$ cat src/inc/acs_params.svh
// offsets, field positions, masks and timing constants of the conversion sequencer
`ifndef ACS_PARAMS_SVH
`define ACS_PARAMS_SVH

// ----------------------------------------------------------------
// register offsets
// ----------------------------------------------------------------
`define ACS_ADDR_W        3
`define ACS_OFF_CONVERTER_CONTROL_A     3'h0
`define ACS_OFF_CONVERTER_CONTROL_B     3'h1
`define ACS_OFF_REFERENCE_CONTROL   3'h2
`define ACS_OFF_TRIGGER_EVENT_CONTROL    3'h3
`define ACS_OFF_PRESC     3'h4
`define ACS_OFF_IRQMODE   3'h5
`define ACS_OFF_IRQLVL    3'h6

// ----------------------------------------------------------------
// field positions
// ----------------------------------------------------------------
`define ACS_CONVERTER_CONTROL_A_EN      0
`define ACS_CONVERTER_CONTROL_A_FLUSH   1
`define ACS_CONVERTER_CONTROL_A_ST_LO   2
`define ACS_CONVERTER_CONTROL_A_ST_HI   5
`define ACS_CONVERTER_CONTROL_A_DMA_LO  6
`define ACS_CONVERTER_CONTROL_A_DMA_HI  7
`define ACS_CONVERTER_CONTROL_B_RES_LO  1
`define ACS_CONVERTER_CONTROL_B_RES_HI  2
`define ACS_CONVERTER_CONTROL_B_FREE    3
`define ACS_CONVERTER_CONTROL_B_SIGNED  4
`define ACS_REF_TEMP      0
`define ACS_REF_BGAP      1
`define ACS_REF_SEL_LO    4
`define ACS_REF_SEL_HI    5
`define ACS_EV_ACT_LO     0
`define ACS_EV_ACT_HI     2
`define ACS_EV_SEL_LO     3
`define ACS_EV_SEL_HI     5
`define ACS_EV_SWP_LO     6
`define ACS_EV_SWP_HI     7
`define ACS_PRESC_LO      0
`define ACS_PRESC_HI      2

// ----------------------------------------------------------------
// storable bits and reset values
// ----------------------------------------------------------------
`define ACS_CONVERTER_CONTROL_A_KEEP    8'hC1
`define ACS_CONVERTER_CONTROL_B_MASK    8'h1E
`define ACS_REF_MASK      8'h33
`define ACS_PRESC_MASK    8'h07
`define ACS_RST_BYTE      8'h00

// ----------------------------------------------------------------
// converter timing
// ----------------------------------------------------------------
`define ACS_DIV_BASE      10'h004
`define ACS_PIPE_DEPTH    7
`define ACS_LAST12        3'h6
`define ACS_LAST8         3'h4
`define ACS_LAST_EVLINE   4'h7

`endif

$ cat src/inc/acs_pkg.sv
// encodings shared by the conversion sequencer files
package acs_pkg;

   typedef enum logic [2:0] {
      ACS_EV_NONE  = 3'h0,
      ACS_EV_CH0   = 3'h1,
      ACS_EV_CH01  = 3'h2,
      ACS_EV_CH012 = 3'h3,
      ACS_EV_CH4   = 3'h4,
      ACS_EV_SWEEP = 3'h5,
      ACS_EV_SYNC  = 3'h6,
      ACS_EV_RSVD  = 3'h7
   } acs_event_action_mode_t;

   typedef enum logic [1:0] {
      ACS_RES_12R  = 2'h0,
      ACS_RES_RSVD = 2'h1,
      ACS_RES_8R   = 2'h2,
      ACS_RES_12L  = 2'h3
   } acs_res_t;

   typedef enum logic [1:0] {
      ACS_DMA_OFF  = 2'h0,
      ACS_DMA_01   = 2'h1,
      ACS_DMA_012  = 2'h2,
      ACS_DMA_0123 = 2'h3
   } acs_combined_transfer_request_select_t;

   typedef enum logic [1:0] {
      ACS_IRQ_DONE  = 2'h0,
      ACS_IRQ_BELOW = 2'h1,
      ACS_IRQ_ABOVE = 2'h2,
      ACS_IRQ_RSVD  = 2'h3
   } acs_irqmode_t;

endpackage : acs_pkg

$ cat src/design/acs_prescaler.sv
// converter clock prescaler with restart
`timescale 1ns/1ps
`include "acs_params.svh"

module acs_prescaler
   import acs_pkg::*;
(
   input  wire logic       clock_i,    // peripheral clock
   input  wire logic       rstn_i,     // async reset, active low
   input  wire logic [2:0] div_sel_i,  // divide by 4 shl sel
   input  wire logic       restart_i,  // restart: tick on next cycle
   output logic            tick_o,     // one cycle per converter period
   output logic            phase_o     // high in first half of period
);
   logic [9:0] div_w;
   logic [8:0] cnt_q;
   logic [8:0] reload_w;

   // ----------------------------------------------------------------
   // divider
   // ----------------------------------------------------------------
   // divisor doubles per code step from 4 up to 512
   assign div_w    = 10'(`ACS_DIV_BASE << div_sel_i);
   assign reload_w = 9'(div_w - 10'h001);
   assign tick_o   = (cnt_q == 9'h000);
   assign phase_o  = ({1'b0, cnt_q} >= (div_w >> 1));

   // count down; restart forces zero so the next cycle opens a period
   always_ff @(posedge clock_i or negedge rstn_i) begin
      if (!rstn_i) begin
         cnt_q <= 9'h000;
      end else if (restart_i) begin
         cnt_q <= 9'h000;
      end else if (tick_o) begin
         cnt_q <= reload_w;
      end else begin
         cnt_q <= 9'(cnt_q - 9'h001);
      end
   end

endmodule : acs_prescaler

$ cat src/design/acs_sequencer.sv
// conversion sequencer: registers, start priority, flush, events, transfer requests
//
// Functional notes
// - pending channels in one converter period start lowest number first
// - writing a start bit launches one conversion on that channel
// - several start bits in one write sweep those channels, lowest first
// - a start bit clears itself once its conversion begins
// - flush discards conversions in flight and restarts the converter clock next edge
// - pending starts and interrupted sweeps survive a flush and then complete
// - synchronised event mode flushes, restarts clock, converts next peripheral cycle
// - per-channel transfer requests plus a combined request chosen by a two-bit field
// - per-channel transfer requests stay active whatever the combined selection
// - enable bit turns the converter on; cleared it stays off
// - mode bit picks unsigned when zero, signed with differential when one
// - free-running bit sweeps the configured channels again and again
// - resolution field picks 12-bit right, 8-bit right or 12-bit left
// - reference field picks 1.00 V, supply fraction, external port A or B
// - bandgap enable bit powers the bandgap for measurement
// - temperature reference bit enables the temperature reference
// - each channel flags interrupt and event on completion or compare side
// - each channel holds its own interrupt enable and level
// - sweep field selects channel 0, 0-1, 0-2 or 0-3
// - event base line n feeds channel 0, next lines next channels, up to line 7
// - event action picks none, one to four channel triggers, sweep, flushed sweep
// - prescaler code divides the peripheral clock by 4 up to 512
`timescale 1ns/1ps
`include "acs_params.svh"

module acs_sequencer
   import acs_pkg::*;
(
   input  wire logic                   clock_i,       // peripheral clock, 250 MHz
   input  wire logic                   rstn_i,        // async reset, active low
   input  wire logic [`ACS_ADDR_W-1:0] addr_i,        // register offset
   input  wire logic [7:0]             wdata_i,       // write data
   input  wire logic                   we_i,          // write strobe
   input  wire logic                   re_i,          // read strobe
   output logic      [7:0]             rdata_o,       // read data, cycle after re_i
   input  wire logic [7:0]             ev_i,          // event network lines, pulses
   input  wire logic [3:0]             above_i,       // per channel: result above compare
   output logic                        enable_o,      // converter enabled
   output logic                        signed_o,      // signed conversion mode
   output logic [1:0]                  resolution_o,  // result resolution code
   output logic [1:0]                  ref_sel_o,     // reference source select
   output logic                        bandgap_o,     // bandgap power request
   output logic                        temperature_reference_enable_o,     // temperature reference enable
   output logic                        conv_clock_o,  // converter clock
   output logic                        conv_start_o,  // conversion start pulse
   output logic [1:0]                  conv_ch_o,     // channel of conv_start_o
   output logic                        flush_o,       // pipeline flush pulse
   output logic [3:0]                  done_o,        // conversion complete pulses
   output logic [3:0]                  dma_req_o,     // per-channel transfer requests
   output logic                        dma_comb_o,    // combined transfer request
   output logic [3:0]                  ch_irq_o,      // per-channel interrupt pulses
   output logic [7:0]                  ch_irq_lvl_o,  // per-channel interrupt levels
   output logic [3:0]                  ch_event_o     // per-channel event pulses
);
   // ----------------------------------------------------------------
   // declarations
   // ----------------------------------------------------------------
   logic [7:0] converter_control_a_q;
   logic [7:0] converter_control_b_q;
   logic [7:0] reference_control_q;
   logic [7:0] trigger_event_control_q;
   logic [7:0] presc_q;
   logic [7:0] irqmode_q;
   logic [7:0] irqlvl_q;
   logic [3:0] pending_q;
   logic       flush_q;
   logic [`ACS_PIPE_DEPTH-1:0] pipe_v_q;
   logic [1:0] pipe_ch_q [0:`ACS_PIPE_DEPTH-1];
   logic       wr_converter_control_a;
   logic [3:0] wr_start;
   logic       tick;
   logic       phase;
   logic       start_fire;
   logic [3:0] start_oh;
   logic [1:0] start_ch;
   logic [3:0] sweep_mask;
   logic [3:0] ev_start;
   logic       sync_ev;
   logic       continuous_sweep_enable_load;
   logic [3:0] set_vec;
   logic [2:0] last_idx;
   logic       done_v;
   logic [3:0] done_oh;
   logic [3:0] dma_mask;
   logic [3:0] cmp_hit;
   acs_event_action_mode_t event_action_mode;
   logic [2:0] event_line_base_select;

   assign event_action_mode    = acs_event_action_mode_t'(trigger_event_control_q[`ACS_EV_ACT_HI:`ACS_EV_ACT_LO]);
   assign event_line_base_select    = trigger_event_control_q[`ACS_EV_SEL_HI:`ACS_EV_SEL_LO];
   assign wr_converter_control_a = we_i && (addr_i == `ACS_OFF_CONVERTER_CONTROL_A);
   assign wr_start = wr_converter_control_a ? wdata_i[`ACS_CONVERTER_CONTROL_A_ST_HI:`ACS_CONVERTER_CONTROL_A_ST_LO] : 4'h0;

   // ----------------------------------------------------------------
   // converter clock
   // ----------------------------------------------------------------
   // flush_q restarts the divider so the next cycle is a period start
   acs_prescaler u_presc (
      .clock_i   (clock_i),
      .rstn_i    (rstn_i),
      .div_sel_i (presc_q[`ACS_PRESC_HI:`ACS_PRESC_LO]),
      .restart_i (flush_q),
      .tick_o    (tick),
      .phase_o   (phase)
   );

   // ----------------------------------------------------------------
   // event decode and sweep mask
   // ----------------------------------------------------------------
   // sweep of channel 0 up to the channel named by the sweep field
   always_comb begin
      case (trigger_event_control_q[`ACS_EV_SWP_HI:`ACS_EV_SWP_LO])
         2'h0:    sweep_mask = 4'h1;
         2'h1:    sweep_mask = 4'h3;
         2'h2:    sweep_mask = 4'h7;
         default: sweep_mask = 4'hF;
      endcase
   end

   // line base+k feeds channel k; lines past 7 do not exist
   always_comb begin
      ev_start = 4'h0;
      for (int k = 0; k < 4; k++) begin
         if ((event_action_mode >= ACS_EV_CH0) && (event_action_mode <= ACS_EV_CH4) && (3'(k) < event_action_mode)
             && ((4'(event_line_base_select) + 4'(k)) <= `ACS_LAST_EVLINE)) begin
            ev_start[k] = ev_i[3'(event_line_base_select + 3'(k))];
         end
      end
      if (event_action_mode == ACS_EV_SWEEP || event_action_mode == ACS_EV_SYNC) begin
         ev_start = ev_i[event_line_base_select] ? sweep_mask : 4'h0;
      end
   end

   assign sync_ev = (event_action_mode == ACS_EV_SYNC) && ev_i[event_line_base_select];

   // ----------------------------------------------------------------
   // start selection
   // ----------------------------------------------------------------
   // lowest-numbered pending channel wins the converter period
   always_comb begin
      start_ch = 2'h0;
      for (int i = 3; i >= 0; i--) begin
         if (pending_q[i]) begin
            start_ch = 2'(i);
         end
      end
   end

   // no start in the flush cycle: the restarted period takes it instead
   assign start_fire   = tick && converter_control_a_q[`ACS_CONVERTER_CONTROL_A_EN] && !flush_q && (pending_q != 4'h0);
   assign start_oh     = start_fire ? (4'h1 << start_ch) : 4'h0;
   assign continuous_sweep_enable_load = converter_control_b_q[`ACS_CONVERTER_CONTROL_B_FREE] && converter_control_a_q[`ACS_CONVERTER_CONTROL_A_EN] && (pending_q == 4'h0);
   assign set_vec      = wr_start | ev_start | (continuous_sweep_enable_load ? sweep_mask : 4'h0);

   // set wins over the hardware clear; pending bits outlive a flush
   always_ff @(posedge clock_i or negedge rstn_i) begin
      if (!rstn_i) begin
         pending_q <= 4'h0;
      end else begin
         pending_q <= (pending_q & ~start_oh) | set_vec;
      end
   end

   // flush from software or from a synchronised event, one cycle
   always_ff @(posedge clock_i or negedge rstn_i) begin
      if (!rstn_i) begin
         flush_q <= 1'b0;
      end else begin
         flush_q <= (wr_converter_control_a && wdata_i[`ACS_CONVERTER_CONTROL_A_FLUSH]) || sync_ev;
      end
   end

   // ----------------------------------------------------------------
   // conversion pipeline
   // ----------------------------------------------------------------
   // latency 1 + res/2 converter periods; reserved code runs as 12-bit
   assign last_idx = (converter_control_b_q[`ACS_CONVERTER_CONTROL_B_RES_HI:`ACS_CONVERTER_CONTROL_B_RES_LO] == ACS_RES_8R) ? `ACS_LAST8 : `ACS_LAST12;
   assign done_v   = tick && !flush_q && pipe_v_q[last_idx];
   assign done_oh  = done_v ? (4'h1 << pipe_ch_q[last_idx]) : 4'h0;

   // flush or disable drops everything in flight
   always_ff @(posedge clock_i or negedge rstn_i) begin
      if (!rstn_i) begin
         pipe_v_q <= '0;
      end else if (flush_q || !converter_control_a_q[`ACS_CONVERTER_CONTROL_A_EN]) begin
         pipe_v_q <= '0;
      end else if (tick) begin
         pipe_v_q <= {pipe_v_q[`ACS_PIPE_DEPTH-2:0], start_fire};
      end
   end

   // channel numbers travel beside the valid bits
   always_ff @(posedge clock_i or negedge rstn_i) begin
      if (!rstn_i) begin
         for (int i = 0; i < `ACS_PIPE_DEPTH; i++) begin
            pipe_ch_q[i] <= 2'h0;
         end
      end else if (tick) begin
         pipe_ch_q[0] <= start_ch;
         for (int i = 1; i < `ACS_PIPE_DEPTH; i++) begin
            pipe_ch_q[i] <= pipe_ch_q[i-1];
         end
      end
   end

   // ----------------------------------------------------------------
   // completion, transfer requests, interrupts
   // ----------------------------------------------------------------
   always_comb begin
      case (acs_combined_transfer_request_select_t'(converter_control_a_q[`ACS_CONVERTER_CONTROL_A_DMA_HI:`ACS_CONVERTER_CONTROL_A_DMA_LO]))
         ACS_DMA_01:   dma_mask = 4'h3;
         ACS_DMA_012:  dma_mask = 4'h7;
         ACS_DMA_0123: dma_mask = 4'hF;
         default:      dma_mask = 4'h0;
      endcase
   end

   // compare side is judged per channel at completion
   always_comb begin
      for (int k = 0; k < 4; k++) begin
         case (acs_irqmode_t'(irqmode_q[2*k +: 2]))
            ACS_IRQ_BELOW: cmp_hit[k] = done_oh[k] && !above_i[k];
            ACS_IRQ_ABOVE: cmp_hit[k] = done_oh[k] && above_i[k];
            default:       cmp_hit[k] = done_oh[k];
         endcase
      end
   end

   // all request outputs are registered one-cycle pulses
   always_ff @(posedge clock_i or negedge rstn_i) begin
      if (!rstn_i) begin
         done_o     <= 4'h0;
         dma_req_o  <= 4'h0;
         dma_comb_o <= 1'b0;
         ch_event_o <= 4'h0;
         ch_irq_o   <= 4'h0;
      end else begin
         done_o     <= done_oh;
         dma_req_o  <= done_oh;
         dma_comb_o <= ((done_oh & dma_mask) != 4'h0);
         ch_event_o <= cmp_hit;
         for (int k = 0; k < 4; k++) begin
            ch_irq_o[k] <= cmp_hit[k] && (irqlvl_q[2*k +: 2] != 2'h0);
         end
      end
   end

   // ----------------------------------------------------------------
   // register file
   // ----------------------------------------------------------------
   // flush and start bits are not stored here; reserved bits are masked
   always_ff @(posedge clock_i or negedge rstn_i) begin
      if (!rstn_i) begin
         converter_control_a_q   <= `ACS_RST_BYTE;
         converter_control_b_q   <= `ACS_RST_BYTE;
         reference_control_q <= `ACS_RST_BYTE;
         trigger_event_control_q  <= `ACS_RST_BYTE;
         presc_q   <= `ACS_RST_BYTE;
         irqmode_q <= `ACS_RST_BYTE;
         irqlvl_q  <= `ACS_RST_BYTE;
      end else if (we_i) begin
         case (addr_i)
            `ACS_OFF_CONVERTER_CONTROL_A:   converter_control_a_q   <= wdata_i & `ACS_CONVERTER_CONTROL_A_KEEP;
            `ACS_OFF_CONVERTER_CONTROL_B:   converter_control_b_q   <= wdata_i & `ACS_CONVERTER_CONTROL_B_MASK;
            `ACS_OFF_REFERENCE_CONTROL: reference_control_q <= wdata_i & `ACS_REF_MASK;
            `ACS_OFF_TRIGGER_EVENT_CONTROL:  trigger_event_control_q  <= wdata_i;
            `ACS_OFF_PRESC:   presc_q   <= wdata_i & `ACS_PRESC_MASK;
            `ACS_OFF_IRQMODE: irqmode_q <= wdata_i;
            `ACS_OFF_IRQLVL:  irqlvl_q  <= wdata_i;
            default:          ;
         endcase
      end
   end

   // read data only in the cycle after the strobe, zero otherwise
   always_ff @(posedge clock_i or negedge rstn_i) begin
      if (!rstn_i) begin
         rdata_o <= 8'h00;
      end else if (re_i) begin
         case (addr_i)
            `ACS_OFF_CONVERTER_CONTROL_A:   rdata_o <= converter_control_a_q | {2'h0, pending_q, 2'h0};
            `ACS_OFF_CONVERTER_CONTROL_B:   rdata_o <= converter_control_b_q;
            `ACS_OFF_REFERENCE_CONTROL: rdata_o <= reference_control_q;
            `ACS_OFF_TRIGGER_EVENT_CONTROL:  rdata_o <= trigger_event_control_q;
            `ACS_OFF_PRESC:   rdata_o <= presc_q;
            `ACS_OFF_IRQMODE: rdata_o <= irqmode_q;
            `ACS_OFF_IRQLVL:  rdata_o <= irqlvl_q;
            default:          rdata_o <= 8'h00;
         endcase
      end else begin
         rdata_o <= 8'h00;
      end
   end

   // analog core controls, straight from flops
   always_ff @(posedge clock_i or negedge rstn_i) begin
      if (!rstn_i) begin
         enable_o     <= 1'b0;
         signed_o     <= 1'b0;
         resolution_o <= 2'h0;
         ref_sel_o    <= 2'h0;
         bandgap_o    <= 1'b0;
         temperature_reference_enable_o    <= 1'b0;
         ch_irq_lvl_o <= 8'h00;
         conv_clock_o <= 1'b0;
         conv_start_o <= 1'b0;
         conv_ch_o    <= 2'h0;
         flush_o      <= 1'b0;
      end else begin
         enable_o     <= converter_control_a_q[`ACS_CONVERTER_CONTROL_A_EN];
         signed_o     <= converter_control_b_q[`ACS_CONVERTER_CONTROL_B_SIGNED];
         resolution_o <= converter_control_b_q[`ACS_CONVERTER_CONTROL_B_RES_HI:`ACS_CONVERTER_CONTROL_B_RES_LO];
         ref_sel_o    <= reference_control_q[`ACS_REF_SEL_HI:`ACS_REF_SEL_LO];
         bandgap_o    <= reference_control_q[`ACS_REF_BGAP];
         temperature_reference_enable_o    <= reference_control_q[`ACS_REF_TEMP];
         ch_irq_lvl_o <= irqlvl_q;
         conv_clock_o <= phase && converter_control_a_q[`ACS_CONVERTER_CONTROL_A_EN];
         conv_start_o <= start_fire;
         conv_ch_o    <= start_ch;
         flush_o      <= flush_q;
      end
   end
endmodule : acs_sequencer

$ cat config.mk
export PLATFORM = sky130hd
export DESIGN_NAME = acs_sequencer
export DESIGN_NICKNAME = d
export VERILOG_FILES = /design/src/inc/acs_pkg.sv /design/src/design/acs_prescaler.sv /design/src/design/acs_sequencer.sv
export VERILOG_INCLUDE_DIRS = /design/src /design/src/inc
export SDC_FILE = /design/constraint.sdc
export NUM_CORES = 1
export LEC_CHECK = 0
export BUFFER_PORTS_ARGS = -buffer_cell sky130_fd_sc_hd__buf_2
export CORE_MARGIN = 2
export CORE_UTILIZATION = 30
export CTS_CLUSTER_DIAMETER = 150
export DETAILED_ROUTE_END_ITERATION = 12
export PLACE_DENSITY = 0.5
export SETUP_SLACK_MARGIN = 0.1
export SKIP_CTS_REPAIR_TIMING = 1
export SYNTH_ARGS = -nofsm -noshare
export SYNTH_HDL_FRONTEND = slang
export SYNTH_HIERARCHICAL = 1
export SYNTH_SLANG_ARGS = --single-unit
export TNS_END_PERCENT = 20
$ cat constraint.sdc
create_clock -name clock_i -period 3.2 [get_ports clock_i]
set_input_delay 0.16 -clock clock_i [delete_from_list [all_inputs] [get_ports clock_i]]
set_output_delay 0.16 -clock clock_i [all_outputs]
set_load 0.005 [all_outputs]
# Yosys cells after proc, flatten, opt, wreduce, memory -nomap -nowiden
# Cells that the tools add are included.
[classes]
n_eq_ne = 22
n_lt_le_gt_ge = 17
n_reduce_logical = 59
mul = 0
bitwise = 8
div_mod_pow = 0
shift = 3
mux = 40
addsub = 8
[ops]
columns = ["op", "count"]
rows = [
  ["one-hot mux 8 bit (7 select lines)", 1],
  ["logical AND 1 bit", 32],
  ["2-to-1 mux 4 bit", 6],
  ["one-hot mux 4 bit (3 select lines)", 2],
  ["< comparator 3 x 4 -> 1 bit (second input constant)", 5],
  ["2-to-1 mux 9 bit", 2],
  ["subtractor 9 x 1 -> 9 bit (second input constant)", 2],
  ["equality test 2 bit (second input constant)", 8],
  ["binary-select mux 1 bit (select 3 bit)", 5],
  ["equality test 3 bit (second input constant)", 5],
  ["2-to-1 mux 2 bit", 7],
  ["2-to-1 mux 7 bit", 2],
  ["AND reduction 2 bit", 7],
  ["equality test 2 x 1 -> 1 bit (second input constant)", 6],
  ["<= comparator 4 x 3 -> 1 bit (second input constant)", 3],
  ["OR 4 bit", 3],
  ["nonzero test 2 bit", 5],
  ["<< shifter 3 x 3 -> 10 bit (first input constant)", 1],
  [">= comparator 9 bit", 1],
  ["zero test 9 bit", 1],
  ["2-to-1 mux 1 bit", 9],
  ["adder 3 x 2 -> 4 bit (second input constant)", 2],
  ["AND 4 bit", 2],
  ["2-to-1 mux 8 bit", 1],
  ["22 further kinds", 39],
]
[word_totals]
mem_bits_ro = 0
ramBits = 0
out_inout_bits = 46
latch_bits = 0
ff_bits = 115
n_memories = 0

# Longest topological paths before layout
# Gate-level depths: netlist (run 1).
[depth]
word_depth = 11
mapped_depth = 10
ltp_nobuf = 9

# By module
# The synthesis (run 1) kept the hierarchy.
[by_module_without_submodules]
columns = ["module", "cells_per_inst", "instances", "seq_area_each_um2", "area_per_inst_um2"]
rows = [
  ["acs_sequencer", 369, 1, 2652.5, 4762.1],
  ["acs_prescaler", 100, 1, 225.2, 834.6],
]

# Worst setup path after synthesis (run 1)
# OpenSTA, ideal clock, no wires.
[synth_path]
path_type = "register -> register"
startpoint = "register presc_q[1]"
endpoint = "register conv_clock_o"
setup_slack_ps = 1045
setup_time_ps = 119
period_less_slack_ps = 2155
path_buffers = 1
arrival_ps = 2036
path_stages_with_launch = 10
path_cell_list = "dfrtp_1 > buf_1 > or3_1 > ha_1 > o21a_1 > o21a_1 > o21a_1 > o211ai_1 > a21oi_1 > and2_1"
[synth_between]
elab_chain_len = 3
[synth_rtl]
columns = ["element", "line_no", "text"]
rows = [
  ["start, declared", "acs_sequencer.sv:65", "logic [7:0] presc_q;"],
  ["start signal, assigned", "acs_sequencer.sv:261", "presc_q <= `ACS_RST_BYTE;"],
  ["start signal, assigned", "acs_sequencer.sv:270", "`ACS_OFF_PRESC: presc_q <= wdata_i & `ACS_PRESC_MASK;"],
  ["<< shifter 3 x 3 -> 10 bit (no line)", "--", ""],
  [">= comparator 9 bit", "acs_prescaler.sv:26", "assign phase_o = ({1'b0, cnt_q} >= (div_w >> 1));"],
  ["named net phase", "acs_sequencer.sv:75", "logic phase;"],
  ["logical AND 1 bit", "acs_sequencer.sv:320", "conv_clock_o <= phase && converter_control_a_q[`ACS_CONVERTER_CONTROL_A_EN];"],
  ["end signal, assigned", "acs_sequencer.sv:320", ""],
  ["end, declared", "acs_sequencer.sv:47", "output logic conv_clock_o,"],
]
# The timed path passes the listed nets, and every way through them passes these cells.
# A chain may end at the register's enable or synchronous reset.

# Worst setup path after layout (run 1)
[layout_path]
startpoint = "register trigger_event_control_q[3]"
endpoint = "register pending_q[3]"
[layout_between]
elab_chain_len = 8
[layout_rtl]
columns = ["element", "line_no", "text"]
rows = [
  ["start, declared", "acs_sequencer.sv:64", "logic [7:0] trigger_event_control_q;"],
  ["start signal, assigned", "acs_sequencer.sv:260", "trigger_event_control_q <= `ACS_RST_BYTE;"],
  ["start signal, assigned", "acs_sequencer.sv:269", "`ACS_OFF_TRIGGER_EVENT_CONTROL: trigger_event_control_q <= wdata_i;"],
  ["adder 3 x 2 -> 4 bit / adder 3 x 2 -> 3 bit (equally long branches)", "acs_sequencer.sv:128, acs_sequencer.sv:129", ""],
  ["<= comparator 4 x 3 -> 1 bit (no line) / binary-select mux 1 bit (select 3 bit) (equally long branches)", "--", ""],
  ["logical AND 1 bit / 2-to-1 mux 1 bit (equally long branches)", "acs_sequencer.sv:127, acs_sequencer.sv:129", ""],
  ["2-to-1 mux 1 bit", "acs_sequencer.sv:127", "if ((event_action_mode >= ACS_EV_CH0) && (event_action_mode <= ACS_EV_CH4) && (3'(k) < event_action_mode)"],
  ["2-to-1 mux 4 bit *", "acs_sequencer.sv:132", "if (event_action_mode == ACS_EV_SWEEP || event_action_mode == ACS_EV_SYNC) begin"],
  ["OR 4 bit * (2 in a row)", "acs_sequencer.sv:156", "assign set_vec = wr_start | ev_start | (continuous_sweep_enable_load ? sweep_mask : 4'h0);"],
  ["OR 4 bit *", "acs_sequencer.sv:163", "pending_q <= (pending_q & ~start_oh) | set_vec;"],
  ["end signal, assigned", "acs_sequencer.sv:163", ""],
  ["end, declared", "acs_sequencer.sv:68", "logic [3:0] pending_q;"],
]
# Mark *: on every way between the ends. The rest lies on a longest branch, timed or not. The select of a mux whose other input is x is not followed.

==> results_dict.tcl, run 1 <==
set metrics [dict create \
    outcome "finished clean" \
    dp_hpwl_mm 9.58 \
    yosysMostFrequentCell "dfrtp_1" \
    synth_top_area_share 0.514 \
    wl_mm 13.4 \
    synth-edff-count 0 \
    grtUsageTotal 0.146 \
    vias 3871 \
    wl_per_cell_um 17.3 \
    ys_seq_elements 115 \
    relSlewSlack 0.388 \
    clk_latency_ps 420 \
    cp_max_fo 16 \
    rsz0062_at_grt "false" \
    cts_made_buffers 17 \
    instances_no_fill 778 \
    synth_cell_types 57 \
    worst_slew_pin_slew_ps 918 \
    syn_area_per_cell_um2 11.9 \
    power_switching_w 0.00156 \
    path_class "flip-flop to flip-flop" \
    fin_skew_ps 7.89 \
    postSynthCellCount 469 \
    nets 582 \
    dp_slack_ps 753 \
    grt_pass1_vias 3944 \
    yosys.area.top_type "dfrtp_1" \
    drc_errors 0 \
    synth_nets 515 \
    hold_viol_final 0 \
    area_delta_synth_final_pct 20.9 \
    ant_nets 0 \
    grt-ovfl-total 0 \
    seqPwrFrac 0.394 \
    io_buffers 72 \
    antennaDiodeCount 0 \
    num_rows 49 \
    drv_slew 0 \
    core_area_mm2 0.0181 \
    comb_power_share 0.214 \
    grt_pass1_wl_mm 22.1 \
    fmax_ghz 0.401 \
    start_util 0.308 \
    cts_sinks 115 \
    drive_gt1_frac 0.251 \
    syn_area_mm2 0.00560 \
    startpoint_type "flip-flop" \
    async_flop_share 1.00 \
    synth_flop_cell "dfrtp_1" \
    finalSetupViolCount 0 \
    grt_max_degree 70 \
    cts_tree "built" \
    cp_data_arrival_time_ps 2780 \
    yosysSeqAreaShare 0.514 \
    io_pins 73 \
    gp_congestion 0.822 \
    final.min_clock_period_ps 2500 \
    tns_ps 0 \
    final.period_utilization 0.780 \
    end_kind "flip-flop" \
    clockBufferDepth 2 \
    antenna_found_initial 0 \
    p_int_w 0.00360 \
    power_density_mw_per_mm2 762 \
    setup_ws_ps 705 \
    dpl_cell_area_mm2 0.00613 \
    p_leak_nw 3.12 \
    clkPwrFrac 0.392 \
    yosysWarnings 6 \
    first_pass_iters 4 \
    die_h_um 141 \
    dr.first_iter.drc_count 219 \
    root_buffer "clkbuf_16" \
    dieArea_mm2 0.0198 \
    post_drt_via_cell_ratio 4.98 \
    final_util 0.373 \
    min_path_type "input port to flip-flop" \
    netSwitchingFraction 0.302 \
    crit_required_ps 3490 \
    final_area_mm2 0.00677 \
    synthTopCellsByCount "dfrtp_1, nor2_1, mux2_1" \
    clk_pin_slew_ps 60 \
    synthTopCellsByArea "dfrtp_1, mux2_1, mux2_2" \
    vdd_ir_drop_max_v 0.000350 \
    drv_cap 0 \
    die_x_um 141 \
    post-place-cells 745 \
    htree_levels 4 \
]
## placed cells by master, fill, tap and decap left out, drive strengths merged, types with 3 or more instances in the layout
master	n
nand2	12
nor3	12
xnor2	9
nand3	10
a21oi	13
o211ai	5
nor2b	11
a221oi	5
bufinv	4
a211oi	9
a22oi	8
xor2	3
nor2	45
mux4	7
o21ai	4
nand2b	6
o21a	5
clkinv	3
or3	5
nor4	3
mux2i	19
a41oi	3
dfrtp	115
nand4	7
buf	74
inv	21
clkbuf	20
clkinvlp	3
ha	19
mux2	58
and3	4
nand3b	3
## final timing paths
check	startpoint	to	slack, ps	cells past startpoint
setup / recovery	trigger_event_control_q[3]	pending_q[3]	700	6
hold / removal	wdata_i[6]	irqmode_q[6]	10	2
setup reg to reg	trigger_event_control_q[3]	pending_q[3]	700	6
hold reg to reg	reference_control_q[4]	ref_sel_o[0]	400	0
max in group asynchronous	rstn_i	dma_req_o[0]	1990	3
min in group asynchronous	rstn_i	bandgap_o	420	2
## worst max-delay path: stages (launching register included)
cell	delay [ps]
dfrtp_1	730
inv_1	170
ha_1	440
mux4_1	580
mux2i_1	170
a2111o_1	160
o2111ai_2	120
## power by group through the flow
stage | sequential (W) | combinational (W) | clock [W]
6_report | 0.00203 | 0.00110 | 0.00202
5_1_grt | 0.00208 | 0.00125 | 0.00214
4_1_cts | 0.00203 | 0.00111 | 0.00206
3_5_place_dp | 0.00206 | 0.00110 | 0
3_3_place_gp | 0.00204 | 0.00111 | 0
2_1_floorplan | 0.00192 | 0.000880 | 0
## flip-flops by register name (all words and copies together), names as in the netlist, 7 cells and up
name / cells
irqlvl_q: 8
trigger_event_control_q: 8
irqmode_q: 8
rdata_o: 8
ch_irq_lvl_o: 8
pipe_v_q: 7
u_presc/cnt_q: 9
pipe_ch_q: 14
## routing by layer
layer | part of all wire | global-route usage | wire length (um) | up-vias
met1 | 0.47 | 0.191 | 6340 | 1921
met4 | 0.018 | 0.0674 | 246 | 0
met3 | 0.036 | 0.0374 | 487 | 18
li1 | - | - | - | 1839
met5 | 0 | 0 | 0 | -
met2 | 0.47 | 0.229 | 6360 | 93
## layout make-up
class                   instances  area (um^2)
fillers                      1777        11400
flip-flops and latches        115         2880
multi-input cells             308         2500
clock buffers                  20          447
repair buffers                 75          400
well taps                     229          287
clock inverters                12          179
inverters                      19         71.3
## per-stage QoR
step / hold slack [ps] / power [W]
after CTS: -84.3 / 0.00521
final: 13.8 / 0.00516
after global placement: 357 / 0.00315
after detailed placement: 364 / 0.00316
after global routing: 1.25 / 0.00547
after floorplan: -136 / 0.00280
## cells by family (layout without fill, tap and decap cells)
group / count (synthesis) / in the layout / synth area share
multiplexers: 84 / 84 / 0.180
buffers and inverters: 46 / 126 / 0.0382
adder cells (fa/ha/maj): 19 / 19 / 0.0425
AND/OR/NAND/NOR: 130 / 130 / 0.124
XOR/XNOR: 12 / 12 / 0.0188
flip-flops: 115 / 115 / 0.514
AO/OA/AOI/OAI: 63 / 63 / 0.0827
(Power assumes the default switching activity.)
==> inputs of run 2 (changes only) <==
==> constraint.sdc (replaced) <==
create_clock -name clock_i -period 2.5 [get_ports clock_i]
set_input_delay 0.125 -clock clock_i [delete_from_list [all_inputs] [get_ports clock_i]]
set_output_delay 0.125 -clock clock_i [all_outputs]
set_load 0.005 [all_outputs]
==> run 2 against run 1 <==
Total power increased by 31%. Maximum frequency up 15%. Die area is the same. Sequential power increased by 25%. Global-route usage rose by 0.082 points. Largest power group is now clock. Largest cell class unchanged. Final area up 2.4%. Worst hold slack better by 4.5 ps. Clock-buffer cell count grew 2.
==> results_dict.tcl, run 2 (same netlist as run 1, synthesis figures left out) <==
set metrics [dict create \
    reg2reg_depth 6 \
    dr.first_iter.drc_count 172 \
    grt-ovfl-total 0 \
    clk_latency_ps 420 \
    startpoint_type "flip-flop" \
    layout_commonest_cell "dfrtp_1" \
    relSlewSlack 0.516 \
    dieArea_mm2 0.0198 \
    final.min_clock_period_ps 2160 \
    dpl_cell_area_mm2 0.00625 \
    p_leak_nw 3.23 \
    cts_tree "built" \
    grtUsageTotal 0.147 \
    drive_gt1_frac 0.270 \
    nets 600 \
    clockBufferDepth 2 \
    final.period_utilization 0.865 \
    post_drt_via_cell_ratio 4.92 \
    cts_made_buffers 17 \
    finalSetupViolCount 0 \
    fin_skew_ps 7.23 \
    n_fill_cell 1781 \
    power_density_mw_per_mm2 973 \
    r2r-end "pending_q[1]" \
    start_util 0.308 \
    end_kind "flip-flop" \
    r2r-start "trigger_event_control_q[3]" \
    min_path_type "input port to flip-flop" \
    cp_max_fo 7 \
    reg_top3 "pipe_ch_q: 14 flops, u_presc/cnt_q: 9 flops" \
    drv_slew 0 \
    hold_slack_ps 18.3 \
    crit_end "pending_q[1]" \
    vias 3908 \
    gp_congestion 0.817 \
    first_pass_iters 4 \
    die_h_um 141 \
    cts_sinks 115 \
    tns_ps 0 \
    antenna_found_initial 0 \
    largest_register "pipe_ch_q" \
    num_rows 49 \
    root_buffer "clkbuf_16" \
    core_area_mm2 0.0181 \
    crit_required_ps 2780 \
    drv_cap 0 \
    wl_mm 13.8 \
    drc_errors 0 \
    final_cell_mix "dfrtp_1, buf_2, nor2_1" \
    worst_slew_pin_slew_ps 720 \
    htree_levels 4 \
    outcome "finished clean" \
    antennaDiodeCount 0 \
    area_delta_synth_final_pct 23.9 \
    die_x_um 141 \
    fmax_ghz 0.462 \
    grt_pass1_wl_mm 22.2 \
    largest_reg_flops 14 \
    clk_pin_slew_ps 50 \
    grt_pass1_vias 3948 \
    grt_max_degree 40 \
    hold_viol_final 0 \
    worstSetupStartpoint "trigger_event_control_q[3]" \
    wl_per_cell_um 17.4 \
    dp_hpwl_mm 10.2 \
    ant_nets 0 \
    cp_data_arrival_time_ps 2450 \
    path_class "flip-flop to flip-flop" \
    vdd_ir_drop_max_v 0.000427 \
    rsz0062_at_grt "false" \
    final_area_mm2 0.00693 \
    io_buffers 72 \
    io_pins 73 \
    ff2ff_setup_slack_ps 340 \
]
[run 2: cell count changes in the layout (fill, tap and decap cells not counted)]
cell / previous run / this run
bufinv_16: 4 / 5
inv_6: 2 / 0
clkinvlp_4: 3 / 1
dlygate4sd3_1: 1 / 3
clkbuf_8: 1 / 3
buf_4: 2 / 18
[run 2: worst min-delay path by stage]
stage	from	to	slack [ps]	cells after the start
global placement	rstn_i	bandgap_o	140	1
detailed placement	rstn_i	bandgap_o	150	1
global route	wdata_i[3]	trigger_event_control_q[3]	30	2
finish	wdata_i[5]	trigger_event_control_q[5]	20	2
floorplan	rstn_i	bandgap_o	-170	0
CTS	rstn_i	bandgap_o	-300	1
[run 2: stage by stage]
stage	setup WS, ps	cells	util	total power, W
after floorplan	345	469	-	0.00359
after global placement	397	761	0.344	0.00409
after detailed placement	359	761	0.344	0.00411
after CTS	343	792	0.380	0.00682
after global routing	216	795	0.382	0.00715
final	338	795	0.382	0.00674
[run 2: area by class of cell]
| cell class | instances | area, um^2 | share of cell area |
|---|---|---|---|
| flip-flops and latches | 115 | 2880 | 0.415 |
| multi-input cells | 308 | 2500 | 0.361 |
| repair buffers | 93 | 541 | 0.0780 |
| clock buffers | 22 | 474 | 0.0684 |
| well taps | 229 | 287 | 0.0413 |
| clock inverters | 9 | 176 | 0.0255 |
| inverters | 19 | 71.3 | 0.0103 |
[run 2: routing by layer]
layer | track usage | vias to the layer above | part of all wire
met5 | 0 | - | 0
met4 | 0.0595 | 0 | 0.014
met3 | 0.0296 | 9 | 0.034
met2 | 0.233 | 76 | 0.48
met1 | 0.198 | 1950 | 0.47
li1 | - | 1873 | -
[run 2: critical path, cell delays in order (launching register included)]
cell      delay (ps)
dfrtp_1          450
ha_1             240
ha_1             360
mux4_2           520
or2_1            220
o211ai_1         110
o211ai_1         130
[run 2: power by group]
group / internal (W) / switching (W)
sequential: 0.00220 / 0.000333
clock: 0.00184 / 0.000828
combinational: 0.000763 / 0.000780
